===== config.mk =====
export PLATFORM = sky130hd
export DESIGN_NAME = tw_regs
export DESIGN_NICKNAME = d
export VERILOG_FILES = /design/src/tw_pkg.sv /design/src/tw_regs.sv /design/src/tw_engine.sv
export SDC_FILE = /design/constraint.sdc
export NUM_CORES = 1
export LEC_CHECK = 0
export ABC_AREA = 0
export BUFFER_PORTS_ARGS = -buffer_cell sky130_fd_sc_hd__buf_4
export CAP_MARGIN = 20
export CORE_UTILIZATION = 38
export CTS_CLUSTER_SIZE = 28
export DETAILED_ROUTE_END_ITERATION = 10
export PLACE_DENSITY_LB_ADDON = 0.12
export SYNTH_ARGS = -nofsm -noshare
export SYNTH_HDL_FRONTEND = slang
export SYNTH_SLANG_ARGS = --single-unit

===== constraint.sdc =====
create_clock -name pclk -period 3.1 [get_ports pclk]
set_input_delay 0.155 -clock pclk [delete_from_list [all_inputs] [get_ports pclk]]
set_output_delay 0.155 -clock pclk [all_outputs]
set_load 0.03 [all_outputs]

===== src/tw_pkg.sv =====
// shared constants and carrier types for the two-wire task and event block
// assumes a 250 MHz apb clock and a 100 kHz two-wire bit rate
package tw_pkg;

  ////////////////////////////////////////////////////////////////////////////
  // bus and timing
  localparam int          ADDR_W   = 12;
  localparam int          CLK_PS   = 4000;    // pclk period in ps
  localparam int          BIT_NS   = 10000;   // two-wire bit period in ns
  // a bit is four quarter phases; longest quarter rounds down
  localparam int          QTR_CYC  = (BIT_NS * 1000 / 4) / CLK_PS;

  ////////////////////////////////////////////////////////////////////////////
  // register offsets (byte addresses)
  localparam logic [11:0] OFF_RESUME   = 12'h020;
  localparam logic [11:0] OFF_STOPPED  = 12'h104;
  localparam logic [11:0] OFF_RXD      = 12'h108;
  localparam logic [11:0] OFF_TXD      = 12'h11c;
  localparam logic [11:0] OFF_FAULT    = 12'h124;
  localparam logic [11:0] OFF_BOUNDARY = 12'h138;
  localparam logic [11:0] OFF_PAUSED   = 12'h148;
  localparam logic [11:0] OFF_LINKS    = 12'h200;
  localparam logic [11:0] OFF_CMD      = 12'h600;
  localparam logic [11:0] OFF_TXBYTE   = 12'h604;
  localparam logic [11:0] OFF_RXBYTE   = 12'h608;
  localparam logic [11:0] OFF_TADDR    = 12'h60c;
  localparam logic [11:0] OFF_IRQ_STAT = 12'h610;
  localparam logic [11:0] OFF_IRQ_MASK = 12'h614;
  localparam logic [11:0] OFF_STATE    = 12'h618;

  ////////////////////////////////////////////////////////////////////////////
  // field positions
  localparam int          LNK_PAUSE   = 0;    // boundary_to_pause_link
  localparam int          LNK_HALT    = 1;    // boundary_to_halt_link
  localparam int          CMD_RX      = 0;
  localparam int          CMD_TX      = 1;
  localparam int          CMD_STOP    = 2;
  localparam int          CMD_PAUSE   = 3;
  localparam int          EV_N        = 6;
  localparam logic [2:0]  IDX_NONE    = 3'h7;

  ////////////////////////////////////////////////////////////////////////////
  // reset values
  localparam logic [5:0]  FLAGS_RST   = 6'h00;
  localparam logic [1:0]  LINKS_RST   = 2'h0;
  localparam logic [7:0]  BYTE_RST    = 8'h00;
  localparam logic [6:0]  TADDR_RST   = 7'h00;

  // event strobes; bit 0 is stopped, order matches the flag offsets
  typedef struct packed {
    logic paused;
    logic boundary;
    logic fault;
    logic txd;
    logic rxd;
    logic stopped;
  } tw_ev_s;

  // task strobes into the engine
  typedef struct packed {
    logic resume;
    logic pause;
    logic stop;
    logic start_tx;
    logic start_rx;
  } tw_task_s;

  typedef enum logic [2:0] {
    ST_IDLE  = 3'b000,
    ST_START = 3'b001,
    ST_BIT   = 3'b010,
    ST_ACK   = 3'b011,
    ST_PAUSE = 3'b100,
    ST_STOP  = 3'b101
  } tw_state_e;

endpackage


===== src/tw_regs.sv =====
// two-wire master task, event and link registers behind an apb slave
// assumes a synchronous apb master on pclk and open-drain pins outside
// What this block does
// - writing one to the resume trigger continues a paused transfer
// - byte received flag sets once a byte lands in the receive register
// - byte sent flag sets once a transmit byte went out on the bus and was acknowledged
// - byte boundary flag rises before each byte sent or received
// - paused flag rises right after the read acknowledge when pausing
// - paused event only appears when a pause was requested before
// - boundary to pause link makes each boundary event request a pause
// - boundary to halt link makes each boundary event request a stop
`timescale 1ns/1ps
module tw_regs
  import tw_pkg::*;
#(
  parameter int QTR = QTR_CYC
) (
  input  wire logic              pclk,
  input  wire logic              presetn,
  input  wire logic              psel,
  input  wire logic              penable,
  input  wire logic              pwrite,
  input  wire logic [ADDR_W-1:0] paddr,
  input  wire logic [31:0]       pwdata,
  output logic      [31:0]       prdata,
  output logic                   pready,
  output logic                   pslverr,
  output logic                   irq,
  input  wire logic              scl_in,
  output logic                   scl_out,
  output logic                   scl_oe,
  input  wire logic              sda_in,
  output logic                   sda_out,
  output logic                   sda_oe
);

  if (ADDR_W != 12) begin : g_chk
    $error("tw_regs: address width must be 12");
  end

  ////////////////////////////////////////////////////////////////////////////
  // helpers

  // which event flag sits at an address, IDX_NONE when none
  function automatic logic [2:0] flag_idx(input logic [ADDR_W-1:0] a);
    logic [2:0] r;
    r = IDX_NONE;
    unique case (a)
      OFF_STOPPED:  r = 3'h0;
      OFF_RXD:      r = 3'h1;
      OFF_TXD:      r = 3'h2;
      OFF_FAULT:    r = 3'h3;
      OFF_BOUNDARY: r = 3'h4;
      OFF_PAUSED:   r = 3'h5;
      default:      r = IDX_NONE;
    endcase
    return r;
  endfunction

  ////////////////////////////////////////////////////////////////////////////
  // declarations

  logic [5:0]  flags_ff, nxt_flags;
  logic [5:0]  stat_ff, nxt_stat;
  logic [5:0]  mask_ff;
  logic [1:0]  links_ff;
  logic [7:0]  tx_ff;
  logic [6:0]  taddr_ff;
  tw_task_s    task_ff, nxt_task;
  logic        scl_m_ff, scl_s_ff, sda_m_ff, sda_s_ff;
  tw_ev_s      ev;
  logic [7:0]  rx_byte;
  logic        busy;
  logic        eng_scl_oe, eng_sda_oe;

  ////////////////////////////////////////////////////////////////////////////
  // apb decode

  // one wait state: pready rises in the second access cycle
  wire         acc      = psel && penable;
  wire         fire     = acc && pready;
  wire         wr_fire  = fire && pwrite;
  wire [2:0]   widx     = flag_idx(paddr);
  wire         is_flag  = (widx != IDX_NONE);
  wire         mapped   = is_flag || paddr == OFF_RESUME || paddr == OFF_LINKS ||
                          paddr == OFF_CMD || paddr == OFF_TXBYTE ||
                          paddr == OFF_RXBYTE || paddr == OFF_TADDR ||
                          paddr == OFF_IRQ_STAT || paddr == OFF_IRQ_MASK ||
                          paddr == OFF_STATE;
  wire         wr_flag  = wr_fire && is_flag;
  wire         wr_links = wr_fire && paddr == OFF_LINKS;
  wire         wr_cmd   = wr_fire && paddr == OFF_CMD;
  wire         wr_rsm   = wr_fire && paddr == OFF_RESUME;
  wire         wr_stat  = wr_fire && paddr == OFF_IRQ_STAT;
  wire [5:0]   ev_vec   = ev;
  wire [5:0]   wsel     = is_flag ? (6'h01 << widx) : 6'h00;

  // read selection; the resume trigger and command word read as zero
  wire [31:0]  rd_val =
    is_flag                  ? {31'h0, flags_ff[widx]} :
    paddr == OFF_LINKS       ? {30'h0, links_ff} :
    paddr == OFF_TXBYTE      ? {24'h0, tx_ff} :
    paddr == OFF_RXBYTE      ? {24'h0, rx_byte} :
    paddr == OFF_TADDR       ? {25'h0, taddr_ff} :
    paddr == OFF_IRQ_STAT    ? {26'h0, stat_ff} :
    paddr == OFF_IRQ_MASK    ? {26'h0, mask_ff} :
    paddr == OFF_STATE       ? {31'h0, busy} : 32'h0000_0000;

  ////////////////////////////////////////////////////////////////////////////
  // task strobes, one cycle after the write that fires them

  // boundary events feed the pause and stop tasks through the links
  assign nxt_task.resume   = wr_rsm && pwdata[0];
  assign nxt_task.pause    = (wr_cmd && pwdata[CMD_PAUSE]) ||
                             (ev.boundary && links_ff[LNK_PAUSE]);
  assign nxt_task.stop     = (wr_cmd && pwdata[CMD_STOP]) ||
                             (ev.boundary && links_ff[LNK_HALT]);
  assign nxt_task.start_tx = wr_cmd && pwdata[CMD_TX];
  assign nxt_task.start_rx = wr_cmd && pwdata[CMD_RX];

  ////////////////////////////////////////////////////////////////////////////
  // event flags and interrupt status; a new event wins over a clear

  // a written zero clears a flag, a written one sets it
  assign nxt_flags = ev_vec | (wr_flag ? ((flags_ff & ~wsel) | ({6{pwdata[0]}} & wsel))
                                       : flags_ff);
  // interrupt status clears by writing ones
  assign nxt_stat  = ev_vec | (wr_stat ? (stat_ff & ~pwdata[5:0]) : stat_ff);

  always_ff @(posedge pclk or negedge presetn) begin
    if (!presetn) begin
      flags_ff <= FLAGS_RST;
      stat_ff  <= FLAGS_RST;
      irq      <= 1'b0;
    end else begin
      flags_ff <= nxt_flags;
      stat_ff  <= nxt_stat;
      irq      <= |(nxt_stat & mask_ff);
    end
  end

  ////////////////////////////////////////////////////////////////////////////
  // software-owned configuration

  always_ff @(posedge pclk or negedge presetn) begin
    if (!presetn) begin
      links_ff <= LINKS_RST;
      mask_ff  <= FLAGS_RST;
      tx_ff    <= BYTE_RST;
      taddr_ff <= TADDR_RST;
      task_ff  <= '0;
    end else begin
      if (wr_links) links_ff <= pwdata[1:0];
      if (wr_fire && paddr == OFF_IRQ_MASK) mask_ff <= pwdata[5:0];
      if (wr_fire && paddr == OFF_TXBYTE) tx_ff <= pwdata[7:0];
      if (wr_fire && paddr == OFF_TADDR) taddr_ff <= pwdata[6:0];
      task_ff <= nxt_task;
    end
  end

  ////////////////////////////////////////////////////////////////////////////
  // apb answer

  always_ff @(posedge pclk or negedge presetn) begin
    if (!presetn) begin
      pready  <= 1'b0;
      pslverr <= 1'b0;
      prdata  <= 32'h0000_0000;
    end else begin
      pready  <= acc && !pready;
      pslverr <= acc && !pready && !mapped;
      prdata  <= (acc && !pready && !pwrite) ? rd_val : 32'h0000_0000;
    end
  end

  ////////////////////////////////////////////////////////////////////////////
  // pin synchronisers; the first stage feeds only the second

  always_ff @(posedge pclk or negedge presetn) begin
    if (!presetn) begin
      scl_m_ff <= 1'b1;
      scl_s_ff <= 1'b1;
      sda_m_ff <= 1'b1;
      sda_s_ff <= 1'b1;
    end else begin
      scl_m_ff <= scl_in;
      scl_s_ff <= scl_m_ff;
      sda_m_ff <= sda_in;
      sda_s_ff <= sda_m_ff;
    end
  end

  // open-drain pins only ever pull low
  always_ff @(posedge pclk or negedge presetn) begin
    if (!presetn) begin
      scl_out <= 1'b0;
      sda_out <= 1'b0;
    end else begin
      scl_out <= 1'b0;
      sda_out <= 1'b0;
    end
  end
  assign scl_oe = eng_scl_oe;
  assign sda_oe = eng_sda_oe;

  ////////////////////////////////////////////////////////////////////////////
  // byte engine

  tw_engine #(
    .QTR     (QTR)
  ) u_engine (
    .pclk    (pclk),
    .presetn (presetn),
    .task_in (task_ff),
    .tx_byte (tx_ff),
    .taddr   (taddr_ff),
    .scl_in  (scl_s_ff),
    .sda_in  (sda_s_ff),
    .scl_oe  (eng_scl_oe),
    .sda_oe  (eng_sda_oe),
    .ev      (ev),
    .rx_byte (rx_byte),
    .busy    (busy)
  );

  ////////////////////////////////////////////////////////////////////////////
  // checks

  resume_pulse_a: assert property (@(posedge pclk) disable iff (!presetn)
    wr_fire && paddr == OFF_RESUME && pwdata[0] |=> task_ff.resume)
    else $error("resume write did not trigger the resume task");

  rxd_flag_a: assert property (@(posedge pclk) disable iff (!presetn)
    ev.rxd |=> flags_ff[1] && stat_ff[1])
    else $error("byte received flag not set");

  txd_flag_a: assert property (@(posedge pclk) disable iff (!presetn)
    ev.txd |=> flags_ff[2])
    else $error("byte sent flag not set");

  boundary_flag_a: assert property (@(posedge pclk) disable iff (!presetn)
    ev.boundary |=> flags_ff[4])
    else $error("byte boundary flag not set");

  paused_flag_a: assert property (@(posedge pclk) disable iff (!presetn)
    ev.paused |=> flags_ff[5] ##1 flags_ff[5] || $past(wr_flag))
    else $error("paused flag not set after pausing");

  link_pause_a: assert property (@(posedge pclk) disable iff (!presetn)
    ev.boundary && links_ff[LNK_PAUSE] |=> task_ff.pause)
    else $error("pause link did not raise the pause task");

  link_halt_a: assert property (@(posedge pclk) disable iff (!presetn)
    ev.boundary && links_ff[LNK_HALT] |=> task_ff.stop)
    else $error("halt link did not raise the stop task");

  flag_sticky_a: assert property (@(posedge pclk) disable iff (!presetn)
    flags_ff[0] && !(wr_flag && widx == 3'h0) |=> flags_ff[0])
    else $error("stopped flag dropped without a write");

  fault_flag_a: assert property (@(posedge pclk) disable iff (!presetn)
    ev.fault |=> flags_ff[3] && stat_ff[3])
    else $error("fault flag not set on bus error");

  irq_level_a: assert property (@(posedge pclk) disable iff (!presetn)
    |(stat_ff & mask_ff) && !wr_fire |=> irq)
    else $error("interrupt not raised for an unmasked status bit");

  irq_quiet_a: assert property (@(posedge pclk) disable iff (!presetn)
    !(|(stat_ff & mask_ff)) && !(|ev_vec) && !wr_fire |=> !irq)
    else $error("interrupt raised with no unmasked status bit");

  ready_pulse_a: assert property (@(posedge pclk) disable iff (!presetn)
    pready |=> !pready)
    else $error("pready held longer than one cycle");

  slverr_qual_a: assert property (@(posedge pclk) disable iff (!presetn)
    pslverr |-> pready)
    else $error("pslverr raised outside a completion");

  wo_read_zero_a: assert property (@(posedge pclk) disable iff (!presetn)
    pready && !pwrite && (paddr == OFF_RESUME || paddr == OFF_CMD) |-> prdata == 32'h0)
    else $error("write-only register read back non-zero");

  links_write_a: assert property (@(posedge pclk) disable iff (!presetn)
    wr_links |=> links_ff == $past(pwdata[1:0]))
    else $error("link register write lost");

  flag_clear_a: assert property (@(posedge pclk) disable iff (!presetn)
    wr_flag && !pwdata[0] && !ev_vec[widx] |=> !flags_ff[$past(widx)])
    else $error("event flag not cleared by a zero write");

  stopped_flag_a: assert property (@(posedge pclk) disable iff (!presetn)
    ev.stopped |=> flags_ff[0] && stat_ff[0])
    else $error("stopped flag not set");

  stat_clear_a: assert property (@(posedge pclk) disable iff (!presetn)
    wr_stat && pwdata[0] && !ev.stopped |=> !stat_ff[0])
    else $error("stopped status not cleared by a one write");

  lines_idle_a: assert property (@(posedge pclk) disable iff (!presetn)
    !busy |-> !scl_oe && !sda_oe)
    else $error("two-wire lines pulled while idle");

endmodule // tw_regs


===== src/tw_engine.sv =====
// two-wire byte engine: start, address, data bytes, ack, pause and stop
// assumes scl_in and sda_in are already synchronised to pclk
`timescale 1ns/1ps
module tw_engine
  import tw_pkg::*;
#(
  parameter int QTR = QTR_CYC
) (
  input  wire logic       pclk,
  input  wire logic       presetn,
  input  wire tw_task_s   task_in,
  input  wire logic [7:0] tx_byte,
  input  wire logic [6:0] taddr,
  input  wire logic       scl_in,
  input  wire logic       sda_in,
  output logic            scl_oe,
  output logic            sda_oe,
  output tw_ev_s          ev,
  output logic [7:0]      rx_byte,
  output logic            busy
);

  if (QTR < 2 || QTR > 65535) begin : g_chk
    $error("tw_engine: QTR out of range");
  end

  tw_state_e   st_ff, nxt_st;
  logic [1:0]  q_ff, nxt_q;
  logic [2:0]  bit_ff, nxt_bit;
  logic [7:0]  sh_ff, nxt_sh, nxt_rx;
  logic [15:0] cnt_ff;
  logic        rd_ff, nxt_rd, addr_ph_ff, nxt_addr_ph, samp_ff, nxt_samp;
  logic        pause_req_ff, nxt_pause_req, stop_req_ff, nxt_stop_req;
  logic        nxt_scl, nxt_sda;
  tw_ev_s      nxt_ev;

  // quarter tick; a released scl held low by the slave stretches the bit
  wire timed   = (st_ff != ST_IDLE) && (st_ff != ST_PAUSE);
  wire tick    = timed && (cnt_ff == 16'(QTR - 1));
  wire adv     = tick && !(q_ff == 2'h2 && !scl_in);
  wire sending = addr_ph_ff || !rd_ff;
  wire nack    = sending && samp_ff;

  //////////////////////////////////////////////////////////////////////////////
  // next state
  always_comb begin
    nxt_st = st_ff; nxt_q = q_ff; nxt_bit = bit_ff; nxt_sh = sh_ff;
    nxt_rd = rd_ff; nxt_addr_ph = addr_ph_ff; nxt_samp = samp_ff;
    nxt_scl = scl_oe; nxt_sda = sda_oe; nxt_rx = rx_byte; nxt_ev = '0;
    nxt_pause_req = pause_req_ff || (task_in.pause && st_ff != ST_IDLE);
    nxt_stop_req  = stop_req_ff || (task_in.stop && st_ff != ST_IDLE);
    if (adv) nxt_q = q_ff + 2'h1;
    unique case (st_ff)
      ST_IDLE: begin
        if (task_in.stop) nxt_ev.stopped = 1'b1;
        if (task_in.start_rx || task_in.start_tx) begin
          nxt_st = ST_START; nxt_q = 2'h0; nxt_rd = task_in.start_rx;
          nxt_pause_req = 1'b0; nxt_stop_req = 1'b0;
        end
      end
      ST_START: if (adv) begin
        if (q_ff == 2'h0) nxt_sda = 1'b1;            // start condition
        else begin
          nxt_scl = 1'b1; nxt_st = ST_BIT; nxt_q = 2'h0; nxt_bit = 3'h7;
          nxt_sh = {taddr, rd_ff}; nxt_addr_ph = 1'b1;
          nxt_ev.boundary = 1'b1;
        end
      end
      ST_BIT: if (adv) begin
        unique case (q_ff)
          2'h0: nxt_sda = sending && !sh_ff[7];
          2'h1: nxt_scl = 1'b0;
          2'h2: nxt_sh = {sh_ff[6:0], sda_in};
          2'h3: begin
            nxt_scl = 1'b1;
            if (bit_ff == 3'h0) nxt_st = ST_ACK;
            else nxt_bit = bit_ff - 3'h1;
          end
        endcase
      end
      ST_ACK: if (adv) begin
        unique case (q_ff)
          2'h0: nxt_sda = !sending && !stop_req_ff;  // nack the last read byte
          2'h1: nxt_scl = 1'b0;
          2'h2: nxt_samp = sda_in;
          2'h3: begin
            nxt_scl = 1'b1; nxt_sda = 1'b0; nxt_q = 2'h0;
            nxt_ev.fault = nack;
            nxt_ev.txd = !nack && !addr_ph_ff && !rd_ff;
            nxt_ev.rxd = !addr_ph_ff && rd_ff;
            if (!addr_ph_ff && rd_ff) nxt_rx = sh_ff;
            if (nack || stop_req_ff) nxt_st = ST_STOP;
            else if (pause_req_ff) begin
              nxt_st = ST_PAUSE; nxt_pause_req = 1'b0;
              nxt_ev.paused = rd_ff;
            end else begin
              nxt_st = ST_BIT; nxt_bit = 3'h7; nxt_addr_ph = 1'b0;
              nxt_sh = rd_ff ? BYTE_RST : tx_byte;
              nxt_ev.boundary = 1'b1;
            end
          end
        endcase
      end
      ST_PAUSE: begin
        nxt_q = 2'h0;
        if (stop_req_ff) nxt_st = ST_STOP;
        else if (task_in.resume) begin
          nxt_st = ST_BIT; nxt_bit = 3'h7; nxt_addr_ph = 1'b0;
          nxt_sh = rd_ff ? BYTE_RST : tx_byte;
          nxt_ev.boundary = 1'b1;
        end
      end
      ST_STOP: if (adv) begin
        unique case (q_ff)
          2'h0: nxt_sda = 1'b1;
          2'h1: nxt_scl = 1'b0;
          2'h2: nxt_sda = 1'b0;                      // stop condition
          2'h3: begin
            nxt_st = ST_IDLE; nxt_ev.stopped = 1'b1; nxt_stop_req = 1'b0;
          end
        endcase
      end
      default: nxt_st = ST_IDLE;
    endcase
  end

  //////////////////////////////////////////////////////////////////////////////
  // state registers
  always_ff @(posedge pclk or negedge presetn) begin
    if (!presetn) begin
      st_ff <= ST_IDLE; q_ff <= 2'h0; bit_ff <= 3'h0; sh_ff <= BYTE_RST;
      rd_ff <= 1'b0; addr_ph_ff <= 1'b0; samp_ff <= 1'b0; cnt_ff <= 16'h0000;
      pause_req_ff <= 1'b0; stop_req_ff <= 1'b0; scl_oe <= 1'b0;
      sda_oe <= 1'b0; ev <= '0; rx_byte <= BYTE_RST; busy <= 1'b0;
    end else begin
      st_ff <= nxt_st; q_ff <= nxt_q; bit_ff <= nxt_bit; sh_ff <= nxt_sh;
      rd_ff <= nxt_rd; addr_ph_ff <= nxt_addr_ph; samp_ff <= nxt_samp;
      cnt_ff <= (!timed || tick || nxt_st != st_ff) ? 16'h0000 : cnt_ff + 16'h1;
      pause_req_ff <= nxt_pause_req; stop_req_ff <= nxt_stop_req;
      scl_oe <= nxt_scl; sda_oe <= nxt_sda; ev <= nxt_ev; rx_byte <= nxt_rx;
      busy <= (nxt_st != ST_IDLE);
    end
  end

  // a paused event follows only an earlier pause request
  pause_needs_req_a: assert property (@(posedge pclk) disable iff (!presetn)
    ev.paused |-> $past(pause_req_ff) && $past(st_ff) == ST_ACK)
    else $error("paused event without a pending pause request");

endmodule // tw_engine


==> flow_summary.ini, run 1 <==
[outcome]
status = finished, violations left
failed_checks = DRC

[timing]
tns_ns = 0
min_period_over_period_pct = 82.7
rsz0062_at_grt = false
finClkSkew_ns = 0.0103
hold_violations = 0
fmax_mhz = 390
final_max_slew_viol_count = 0
worst_slew_pin_slew_ns = 0.723
setup_violations = 0
slew_headroom_pct = 51.8
timing.final.crit_period_ns = 2.56

[cells_and_area]
drive_gt1_share_pct = 19.7
layout_common_cells = dfrtp_1 (105), nor2_1 (52), buf_4 (50)
area_delta_synth_final_pct = 13.8
final-seq-area_mm2 = 0.00273
layout_commonest_cell = dfrtp_1
layout.nets = 673
diodes = 0
multiInputGateArea_mm2 = 0.00274
n_fill_cell = 1419

[drt]
drt-pass1-iter-count = 8
viasPerCell = 5.65
vias = 4538
wl_per_cell_um = 18.0
drt-initial-drc-count = 375
drc = 20
drtAntennaViolNets = 0
routed_wl_mm = 14.4

[critical_path]
required_ns = 3.33
cp_max_fo = 8
r2r_cells = 8
r2r-end = u_engine.sh_ff[4]$_DFFE_PN0P_
r2r-start = u_engine.q_ff[0]$_DFF_PN0_
worstSetupStartpointType = register
crit_path_end_kind = register
rrSetupSlack_ns = 0.54
worst_ep_arrival_time_ns = 2.79
criticalPathCategory = register to register

[hold_path]
worstHoldStart = pwdata[7]
hold_path_class = input port to register
min_to = tx_ff[7]$_DFFE_PN0P_
hold_depth = 2

[clock_network]
cts.repair.resized = 0
clock_sinks = 109
clk_latency_ns = 0.35
cts_setup_buffers = 0
clk_pin_slew_worst_paths_ns = 0.08
ctsHtreeMaxLevel = 3
cts_made_buffers = 9
cts_root_buf = clkbuf_16
clock_path_buffers = 2
cts.hold.buffers_added = 3
cts_tree = done

[grt]
grt_usage_pct = 18.9
gr-total-overflow = 0
grt_pass1_vias = 4197
grt_antenna_before_repair = 0
grt_pass1_wl_mm = 23.0
grt_max_degree = 57

[pwr]
power_density_mw_per_mm2 = 423
peakVddDrop_v = 0.000420
p_leak_uw = 0.00296
total_power_uw = 2770

[synth]
yosys_warnings = 0
yosysUniqueCellTypes = 68
postSynthAreaPerCell_um2 = 10.2
synth-async-reset-ratio_pct = 100
synth_top_cell_by_area = dfrtp_1
netlist_instances = 565
synth_edf_count = 0
synth_area_leaders = dfrtp_1 (46%), mux2_2 (6.5%), buf_4 (3.5%)
ys_seq_elements = 109
yosysSeqAreaShare_pct = 47.5
syn-cell-area_mm2 = 0.00575
synth_top_area_share_pct = 45.7
synth-main-ff-cell = dfrtp_1

[job]
maxCapViolCount = 0

[die]
coreArea_mm2 = 0.0146
die_w_um = 125
die_h_um = 125
std_cell_rows = 44
die_area_mm2 = 0.0156
start_util_pct = 39.3
io_pins = 90

[placement]
port_buffers = 39
dp_hpwl_mm = 10.3
globalplace.congestion = 0.846
-- flip-flops by register name, indices dropped and copies added, names as in the netlist, 3 cells and up --
signal	count
u_engine.cnt_ff	16
prdata	8
tx_ff	8
u_engine.rx_byte	8
u_engine.sh_ff	8
taddr_ff	7
flags_ff	6
mask_ff	6
stat_ff	6
u_engine.ev	6
task_ff	5
u_engine.bit_ff	3
u_engine.st_ff	3
-- worst max path at each step --
| stage | from | to | slack [ns] | depth (start not counted) |
|---|---|---|---|---|
| after global routing | u_engine.q_ff[0]$_DFF_PN0_ | u_engine.sh_ff[4]$_DFFE_PN0P_ | 0.48 | 8 |
| after global placement | u_engine.q_ff[0]$_DFF_PN0_ | u_engine.sh_ff[3]$_DFFE_PN0P_ | 0.70 | 8 |
| after CTS | u_engine.q_ff[0]$_DFF_PN0_ | u_engine.sh_ff[6]$_DFFE_PN0P_ | 0.59 | 8 |
| after floorplan | u_engine.cnt_ff[2]$_DFF_PN0_ | u_engine.rx_byte[0]$_DFFE_PN0P_ | 0.85 | 6 |
| final | u_engine.q_ff[0]$_DFF_PN0_ | u_engine.sh_ff[4]$_DFFE_PN0P_ | 0.54 | 8 |
| after detailed placement | u_engine.q_ff[0]$_DFF_PN0_ | u_engine.sh_ff[6]$_DFFE_PN0P_ | 0.60 | 8 |
-- routing by layer --
metal / up-vias / share of wire [%] / routed length [um] / global-route usage (%)
li1: 2096 / - / - / -
met1: 2250 / 46 / 6630 / 26.1
met2: 172 / 46 / 6650 / 29.4
met3: 20 / 6.0 / 863 / 4.45
met4: 0 / 2.0 / 291 / 5.95
met5: - / 0 / 0 / 0
-- Yosys cell counts, drive strengths merged (5+ instances only) --
library cell and number:
dfrtp 105, nor2 52, nand2 43, mux2 33, buf 31, inv 30, a21oi 23, nand3 23
nor3 17, o21ai 16, a22oi 13, mux2i 13, clkbuf 10, a222oi 9, and3 8, ha 8
nor2b 8, nor4 8, a21o 7, a31oi 7, nand4 7, xnor2 6, xor2 6, or3 5
or4 5, or4b 5
-- critical path, cell delays in order (launching register included) --
cell,delay [ns]
dfrtp_1,0.42
inv_1,0.08
ha_1,0.29
and2b_2,0.25
nor3_4,0.24
o2111ai_1,0.17
a31oi_1,0.42
nand3_2,0.36
mux2i_1,0.21
-- through the flow --
| stage | std cells | setup slack (ns) | hold WS [ns] | utilization [%] | cell area, um^2 |
|---|---|---|---|---|---|
| after floorplan | 590 | 0.848 | -0.141 | - | 5840 |
| after global placement | 784 | 0.698 | 0.260 | 42.4 | 6210 |
| after detailed placement | 784 | 0.602 | 0.266 | 42.4 | 6210 |
| after CTS | 803 | 0.588 | 0.0146 | 44.7 | 6540 |
| after global routing | 803 | 0.475 | 0.0142 | 44.7 | 6540 |
| final | 803 | 0.537 | 0.0268 | 44.7 | 6540 |
-- logic make-up after synthesis --
logic type | count (synthesis) | share of synthesized area (%)
flip-flops | 109 | 47.5
adder cells (fa/ha/maj) | 8 | 1.74
XOR/XNOR | 12 | 1.83
AND/OR/NAND/NOR | 209 | 20.3
AO/OA/AOI/OAI | 109 | 13.4
multiplexers | 46 | 8.73
buffers and inverters | 71 | 6.44
other | 1 | 0.0652
-- power by group --
part,internal [uW],switching [uW]
Sequential,1430,2.22
Combinational,43.2,121
Clock,630,543
-- final cells by class --
type / count / area share (%)
timing repair buffer: 54 / 6.50
multi-input combinational: 410 / 41.9
clock inverter: 7 / 1.15
tap: 184 / 3.52
clock buffer: 9 / 3.44
sequential: 109 / 41.8
inverter: 30 / 1.72
Note: power is estimated with default switching activity, not from simulation.
==> run 2, diff against run 1 <==
Clock period 3.1 ns to 2.53 ns, I/O delays scaled along.
==> run 2 against run 1 <==
Against the previous run: the run still ends with DRC left; combinational power rose by 25%; final cell count is 1.5% higher; register-to-register slack got worse by 0.38 ns; via count is 0.22% lower; setup slack got worse by 0.38 ns; core utilization rose by 0.57 points; maximum frequency is 7.9% higher; hold slack worse by 0.017 ns; power increased by 19%; sequential cell count unchanged; design area grew 1.3%; sequential power is 22% higher; critical endpoint is now u_engine.rx_byte[5]$_DFFE_PN0P_.
==> flow_summary.ini, run 2 (synthesized netlist as in run 1, its figures left out) <==
[critical_path]
required_ns = 2.77
r2r-start = u_engine.cnt_ff[2]$_DFF_PN0_
rrSetupSlack_ns = 0.15
critPathMaxStageDelay_ns = 0.58
crit_path_end_kind = register
r2r_cells = 7
criticalPathCategory = register to register
path_delay_family = simple AND/OR/NAND/NOR gates
path_cells = or4b_4, nor3_4, and2_4, o21ai_4, nor4_4, buf_12, mux2_2
path_buf_inv = 1
worstSetupStartpointType = register
worst_ep_arrival_time_ns = 2.61
slowest_stage = or4b_4
r2r-end = u_engine.rx_byte[5]$_DFFE_PN0P_
cp_max_fo = 9

[clock_network]
cts_root_buf = clkbuf_16
cts_made_buffers = 9
clk_pin_slew_worst_paths_ns = 0.07
ctsHtreeMaxLevel = 3
cts.repair.resized = 0
cts_tree = done
clk_latency_ns = 0.36
clock_path_buffers = 2
clock_sinks = 109

[die]
std_cell_rows = 44
die_w_um = 125
coreArea_mm2 = 0.0146
io_pins = 90
die_h_um = 125
die_area_mm2 = 0.0156
start_util_pct = 39.3

[placement]
dp_hpwl_mm = 10.7
port_buffers = 39
globalplace.congestion = 0.856

[timing]
final_max_slew_viol_count = 0
slew_headroom_pct = 50.7
tns_ns = 0
finClkSkew_ns = 0.00876
setup_violations = 0
worst_slew_pin_slew_ns = 0.721
timing.final.crit_period_ns = 2.38
fmax_mhz = 421
min_period_over_period_pct = 93.9
rsz0062_at_grt = false
hold_violations = 0

[hold_path]
hold_depth = 2
worstHoldStart = pwdata[6]
hold_path_class = input port to register
min_to = taddr_ff[6]$_DFFE_PN0P_

[drt]
drt-pass1-iter-count = 8
drt-initial-drc-count = 285
viasPerCell = 5.56
routed_wl_mm = 14.6
drtAntennaViolNets = 0
drc = 21
wl_per_cell_um = 17.9
vias = 4528

[grt]
grt_pass1_vias = 4440
grt_antenna_before_repair = 0
grt_usage_pct = 19.4
gr-total-overflow = 0
grt_pass1_wl_mm = 23.6
grt_max_degree = 45

[cells_and_area]
final-seq-area_mm2 = 0.00273
diodes = 0
multiInputGateArea_mm2 = 0.00274
top_register = u_engine.cnt_ff
layout_commonest_cell = dfrtp_1
drive_gt1_share_pct = 21.1
area_delta_synth_final_pct = 15.2
layout.nets = 686
layout_common_cells = dfrtp_1 (105), buf_4 (61), nor2_1 (52)
n_fill_cell = 1395
largest_reg_flops = 16

[job]
maxCapViolCount = 0

[pwr]
peakVddDrop_v = 0.000367
total_power_uw = 3290
power_density_mw_per_mm2 = 497
p_leak_uw = 0.00302

[outcome]
status = finished, violations left
failed_checks = DRC
## run 2: changes by cell type in the layout (fill, tap and decap cells not counted)
cell           change
dlygate4sd3_1      +1
buf_12             +1
bufinv_16          -1
clkinvlp_4         -1
inv_6              +2
clkinv_4           -1
buf_4             +11
## run 2: cell type report
type	count	share of cell area (%)
Clock buffer	9	3.40
Tap cell	184	3.48
Clock inverter	6	0.699
Inverter	30	1.70
Sequential cell	109	41.3
Multi-Input combinational cell	410	41.3
Timing Repair Buffer	67	8.12
## run 2: how the worst max path moves through the flow
stage / cells past startpoint / to / start / slack [ns]
floorplan: 6 / u_engine.rx_byte[0]$_DFFE_PN0P_ / u_engine.cnt_ff[2]$_DFF_PN0_ / 0.28
global placement: 7 / u_engine.rx_byte[5]$_DFFE_PN0P_ / u_engine.cnt_ff[2]$_DFF_PN0_ / 0.20
detailed placement: 7 / u_engine.rx_byte[3]$_DFFE_PN0P_ / u_engine.cnt_ff[2]$_DFF_PN0_ / 0.18
CTS: 7 / u_engine.rx_byte[5]$_DFFE_PN0P_ / u_engine.cnt_ff[2]$_DFF_PN0_ / 0.16
global route: 9 / u_engine.rx_byte[5]$_DFFE_PN0P_ / u_engine.q_ff[0]$_DFF_PN0_ / 0.03
finish: 7 / u_engine.rx_byte[5]$_DFFE_PN0P_ / u_engine.cnt_ff[2]$_DFF_PN0_ / 0.15
## run 2: through the flow
| step | utilization [%] | hold slack [ns] | std cells | instance area (um^2) | worst slack, ns |
|---|---|---|---|---|---|
| floorplan | - | -0.169 | 590 | 5840 | 0.278 |
| global placement | 43.1 | 0.161 | 796 | 6310 | 0.200 |
| detailed placement | 43.1 | 0.162 | 796 | 6310 | 0.178 |
| CTS | 45.2 | 0.0000837 | 815 | 6620 | 0.157 |
| global route | 45.2 | 0.00252 | 815 | 6620 | 0.0260 |
| finish | 45.2 | 0.00965 | 815 | 6620 | 0.154 |
## run 2: power breakdown
| part | internal (uW) | switching [uW] | total (uW) |
|---|---|---|---|
| clock | 672 | 660 | 1330 |
| combinational | 56.2 | 150 | 207 |
| sequential | 1750 | 2.76 | 1750 |
## run 2: metal layers
layer / routed length (um) / GRT usage [%]
met4: 364 / 7.03
met1: 6680 / 25.8
met2: 6760 / 31.4
met3: 799 / 4.15
met5: 0 / 0
## run 2: what timing repair did
item	CTS	global route
hold buffers	4	0
buffers inserted	0	0
endpoints found under the hold margin	42	0
==> run 3, diff against run 2 <==
Settings changed: REMOVE_ABC_BUFFERS set to 1, SYNTH_HIERARCHICAL set to 1.
==> run 3 against run 2 <==
Against the previous run: the run now ends clean; sequential power hardly changed; critical path depth is 1 higher; die area increased by 5.0%; global-route usage is 0.52 points higher; design area increased by 5.2%; sequential share of layout area down 2.0 points; hold slack better by 0.018 ns; setup slack better by 0.094 ns; clock power grew 9.8%; critical endpoint is now u_engine/rx_byte[5]$_DFFE_PN0P_.
==> flow_summary.ini, run 3 <==
[die]
die_area_mm2 = 0.0164
std_cell_rows = 45
die_h_um = 128
io_pins = 90
coreArea_mm2 = 0.0154
die_w_um = 128
start_util_pct = 39.3

[clock_network]
clock_sinks = 109
cts_tree = done
ctsHtreeMaxLevel = 3
cts_setup_buffers = 0
cts_root_buf = clkbuf_16
cts_made_buffers = 9
clk_latency_ns = 0.35
clk_pin_slew_worst_paths_ns = 0.08
clock_path_buffers = 2

[drt]
wl_per_cell_um = 17.1
drtAntennaViolNets = 0
drt-pass1-iter-count = 5
drt-initial-drc-count = 344
viasPerCell = 5.39
routed_wl_mm = 15.1
drc = 0
vias = 4748

[timing]
tns_ns = 0
timing.final.crit_period_ns = 2.28
final_max_slew_viol_count = 0
setup_violations = 0
min_period_over_period_pct = 90.2
finClkSkew_ns = 0.0102
hold_violations = 0
fmax_mhz = 438
rsz0062_at_grt = false
slew_headroom_pct = 49.4
worst_slew_pin_slew_ns = 0.756
fin_ws_ns = 0.249

[cells_and_area]
diodes = 0
layout_commonest_cell = dfrtp_1
multiInputGateArea_mm2 = 0.00301
layout_common_cells = dfrtp_1 (105), buf_4 (68), nor2_1 (66)
stdcell_area_mm2 = 0.00697
layout.nets = 724
drive_gt1_share_pct = 21.0
n_fill_cell = 1505
top_register = u_engine/cnt_ff
largest_reg_flops = 16
final-seq-area_mm2 = 0.00273
area_delta_synth_final_pct = 15.4

[synth]
muxShareOfSynthArea_pct = 8.91
ys_seq_elements = 109
yosys_warnings = 6
synth_top_area_share_pct = 43.5
yosys.area_share.simple_pct = 21.5
synthAdderAreaFrac_pct = 1.66
yosysSeqAreaShare_pct = 45.2
synth_area_leaders = dfrtp_1 (44%), mux2_2 (5.0%), nor2_1 (4.1%)
synthTopCellsByCount = dfrtp_1 (105), nor2_1 (66), nand2_1 (39), a21oi_1 (33)
synth-main-ff-cell = dfrtp_1
synth_edf_count = 0
synth-xor-area-share_pct = 2.03
netlist_instances = 602
synth_top_cell_by_area = dfrtp_1
postSynthAreaPerCell_um2 = 10.0
synth_top_family_by_area = simple AND/OR/NAND/NOR gates
synth-async-reset-ratio_pct = 100
synth_most_common_cell = dfrtp_1
synth_compound_area_share_pct = 14.0
syn-cell-area_mm2 = 0.00604
yosysUniqueCellTypes = 82

[pwr]
p_switching_uw = 816
p_leak_uw = 0.00305
internal-power_uw = 2590
switching_share_pct = 23.9
power_density_mw_per_mm2 = 489
p_seq_share_pct = 51.4
peakVddDrop_v = 0.000519
clockPowerShare_pct = 42.8
p_comb_share_pct = 5.9

[placement]
port_buffers = 39
globalplace.congestion = 0.908
post_dp_cell_area_mm2 = 0.00661
dp_hpwl_mm = 11.3
preCtsSetupSlack_ns = 0.245

[grt]
grt_max_degree = 49
grt_use_met3_pct = 4.34
grt_pass1_vias = 4806
use_met2_pct = 30.7
grt_usage_pct = 19.9
top_usage_layer = met2
use_met1_pct = 28.1
grt_antenna_before_repair = 0
grt_pass1_wl_mm = 25.3
gr-total-overflow = 0

[job]
maxCapViolCount = 0

[critical_path]
worst_ep_arrival_time_ns = 2.51
criticalPathCategory = register to register
worstSetupStartpointType = register
rrSetupSlack_ns = 0.25
required_ns = 2.76
crit_path_end_kind = register
cp_max_fo = 8

[outcome]
status = complete, no violations

[hold_path]
hold_path_class = input port to register
[run 3: cell types whose count changed after synthesis, sizes merged, moves of 4 or more]
cell    previous run  this run
a22oi             13         7
nor2              52        68
nor3b              4         0
a222oi             9         3
a21o               7         2
inv               30        25
nand2b             3        14
a21oi             23        33
a221oi             2         8
or2                2         7
buf               31        37
nor2b              8         3
[run 3: area by class of cell]
cell class,instances,area share (%)
multi-input combinational,446,43.1
clock inverter,6,1.15
tap,211,3.79
clock buffer,10,3.29
sequential,109,39.2
inverter,26,1.40
timing repair buffer,73,8.04
[run 3: power by group through the flow]
stage | clock, uW | combinational (uW) | sequential [uW]
2_1_floorplan | 0 | 81.8 | 1790
3_3_place_gp | 0 | 195 | 1790
3_5_place_dp | 0 | 197 | 1790
4_1_cts | 1510 | 203 | 1750
5_1_grt | 1590 | 223 | 1750
6_report | 1460 | 200 | 1750
[run 3: worst max-delay path: stages (launching register included)]
cell,delay (ns)
dfrtp_1,0.43
inv_1,0.07
ha_1,0.14
nor4b_4,0.23
nand3_2,0.19
or3_4,0.44
nor3_4,0.11
buf_4,0.19
mux2_2,0.34
[run 3: routing by layer]
layer / up-vias / wire length [um]
met2: 150 / 6680
met5: - / 0
met3: 23 / 861
met1: 2314 / 7240
met4: 0 / 318
li1: 2261 / -
[run 3: worst paths after layout]
kind | depth (start not counted) | to | startpoint
max | 8 | u_engine/rx_byte[5]$_DFFE_PN0P_ | u_engine/cnt_ff[0]$_DFF_PN0_
min | 2 | taddr_ff[5]$_DFFE_PN0P_ | pwdata[5]
max reg2reg | 8 | u_engine/rx_byte[5]$_DFFE_PN0P_ | u_engine/cnt_ff[0]$_DFF_PN0_
min reg2reg | 0 | scl_s_ff$_DFF_PN1_ | scl_m_ff$_DFF_PN1_
max in group asynchronous | 3 | scl_s_ff$_DFF_PN1_ | presetn
min in group asynchronous | 2 | u_engine/bit_ff[0]$_DFFE_PN0P_ | presetn
[run 3: per-stage QoR]
stage          util (%)  total power [uW]  hold slack, ns  instances
5_1_grt            45.3              3560          0.0161        881
6_report           45.3              3410          0.0276        881
3_5_place_dp       43.0              1980           0.181        860
2_1_floorplan         -              1870          -0.169        581
3_3_place_gp       43.0              1980           0.174        860
4_1_cts            45.3              3470          0.0144        881
[run 3: cells by family after synthesis]
kind of cell | Yosys count
flops | 109
xor+xnor | 14
fa+ha+maj | 8
simple gates | 230
compound gates | 119
mux | 49
other cells | 1
buf+inv | 72
[run 3: timing repair]
item	in CTS	in global routing
endpoints found under the setup margin	0	0
resized for setup	0	0
hold buffers	5	0
endpoints found under the hold margin	47	0
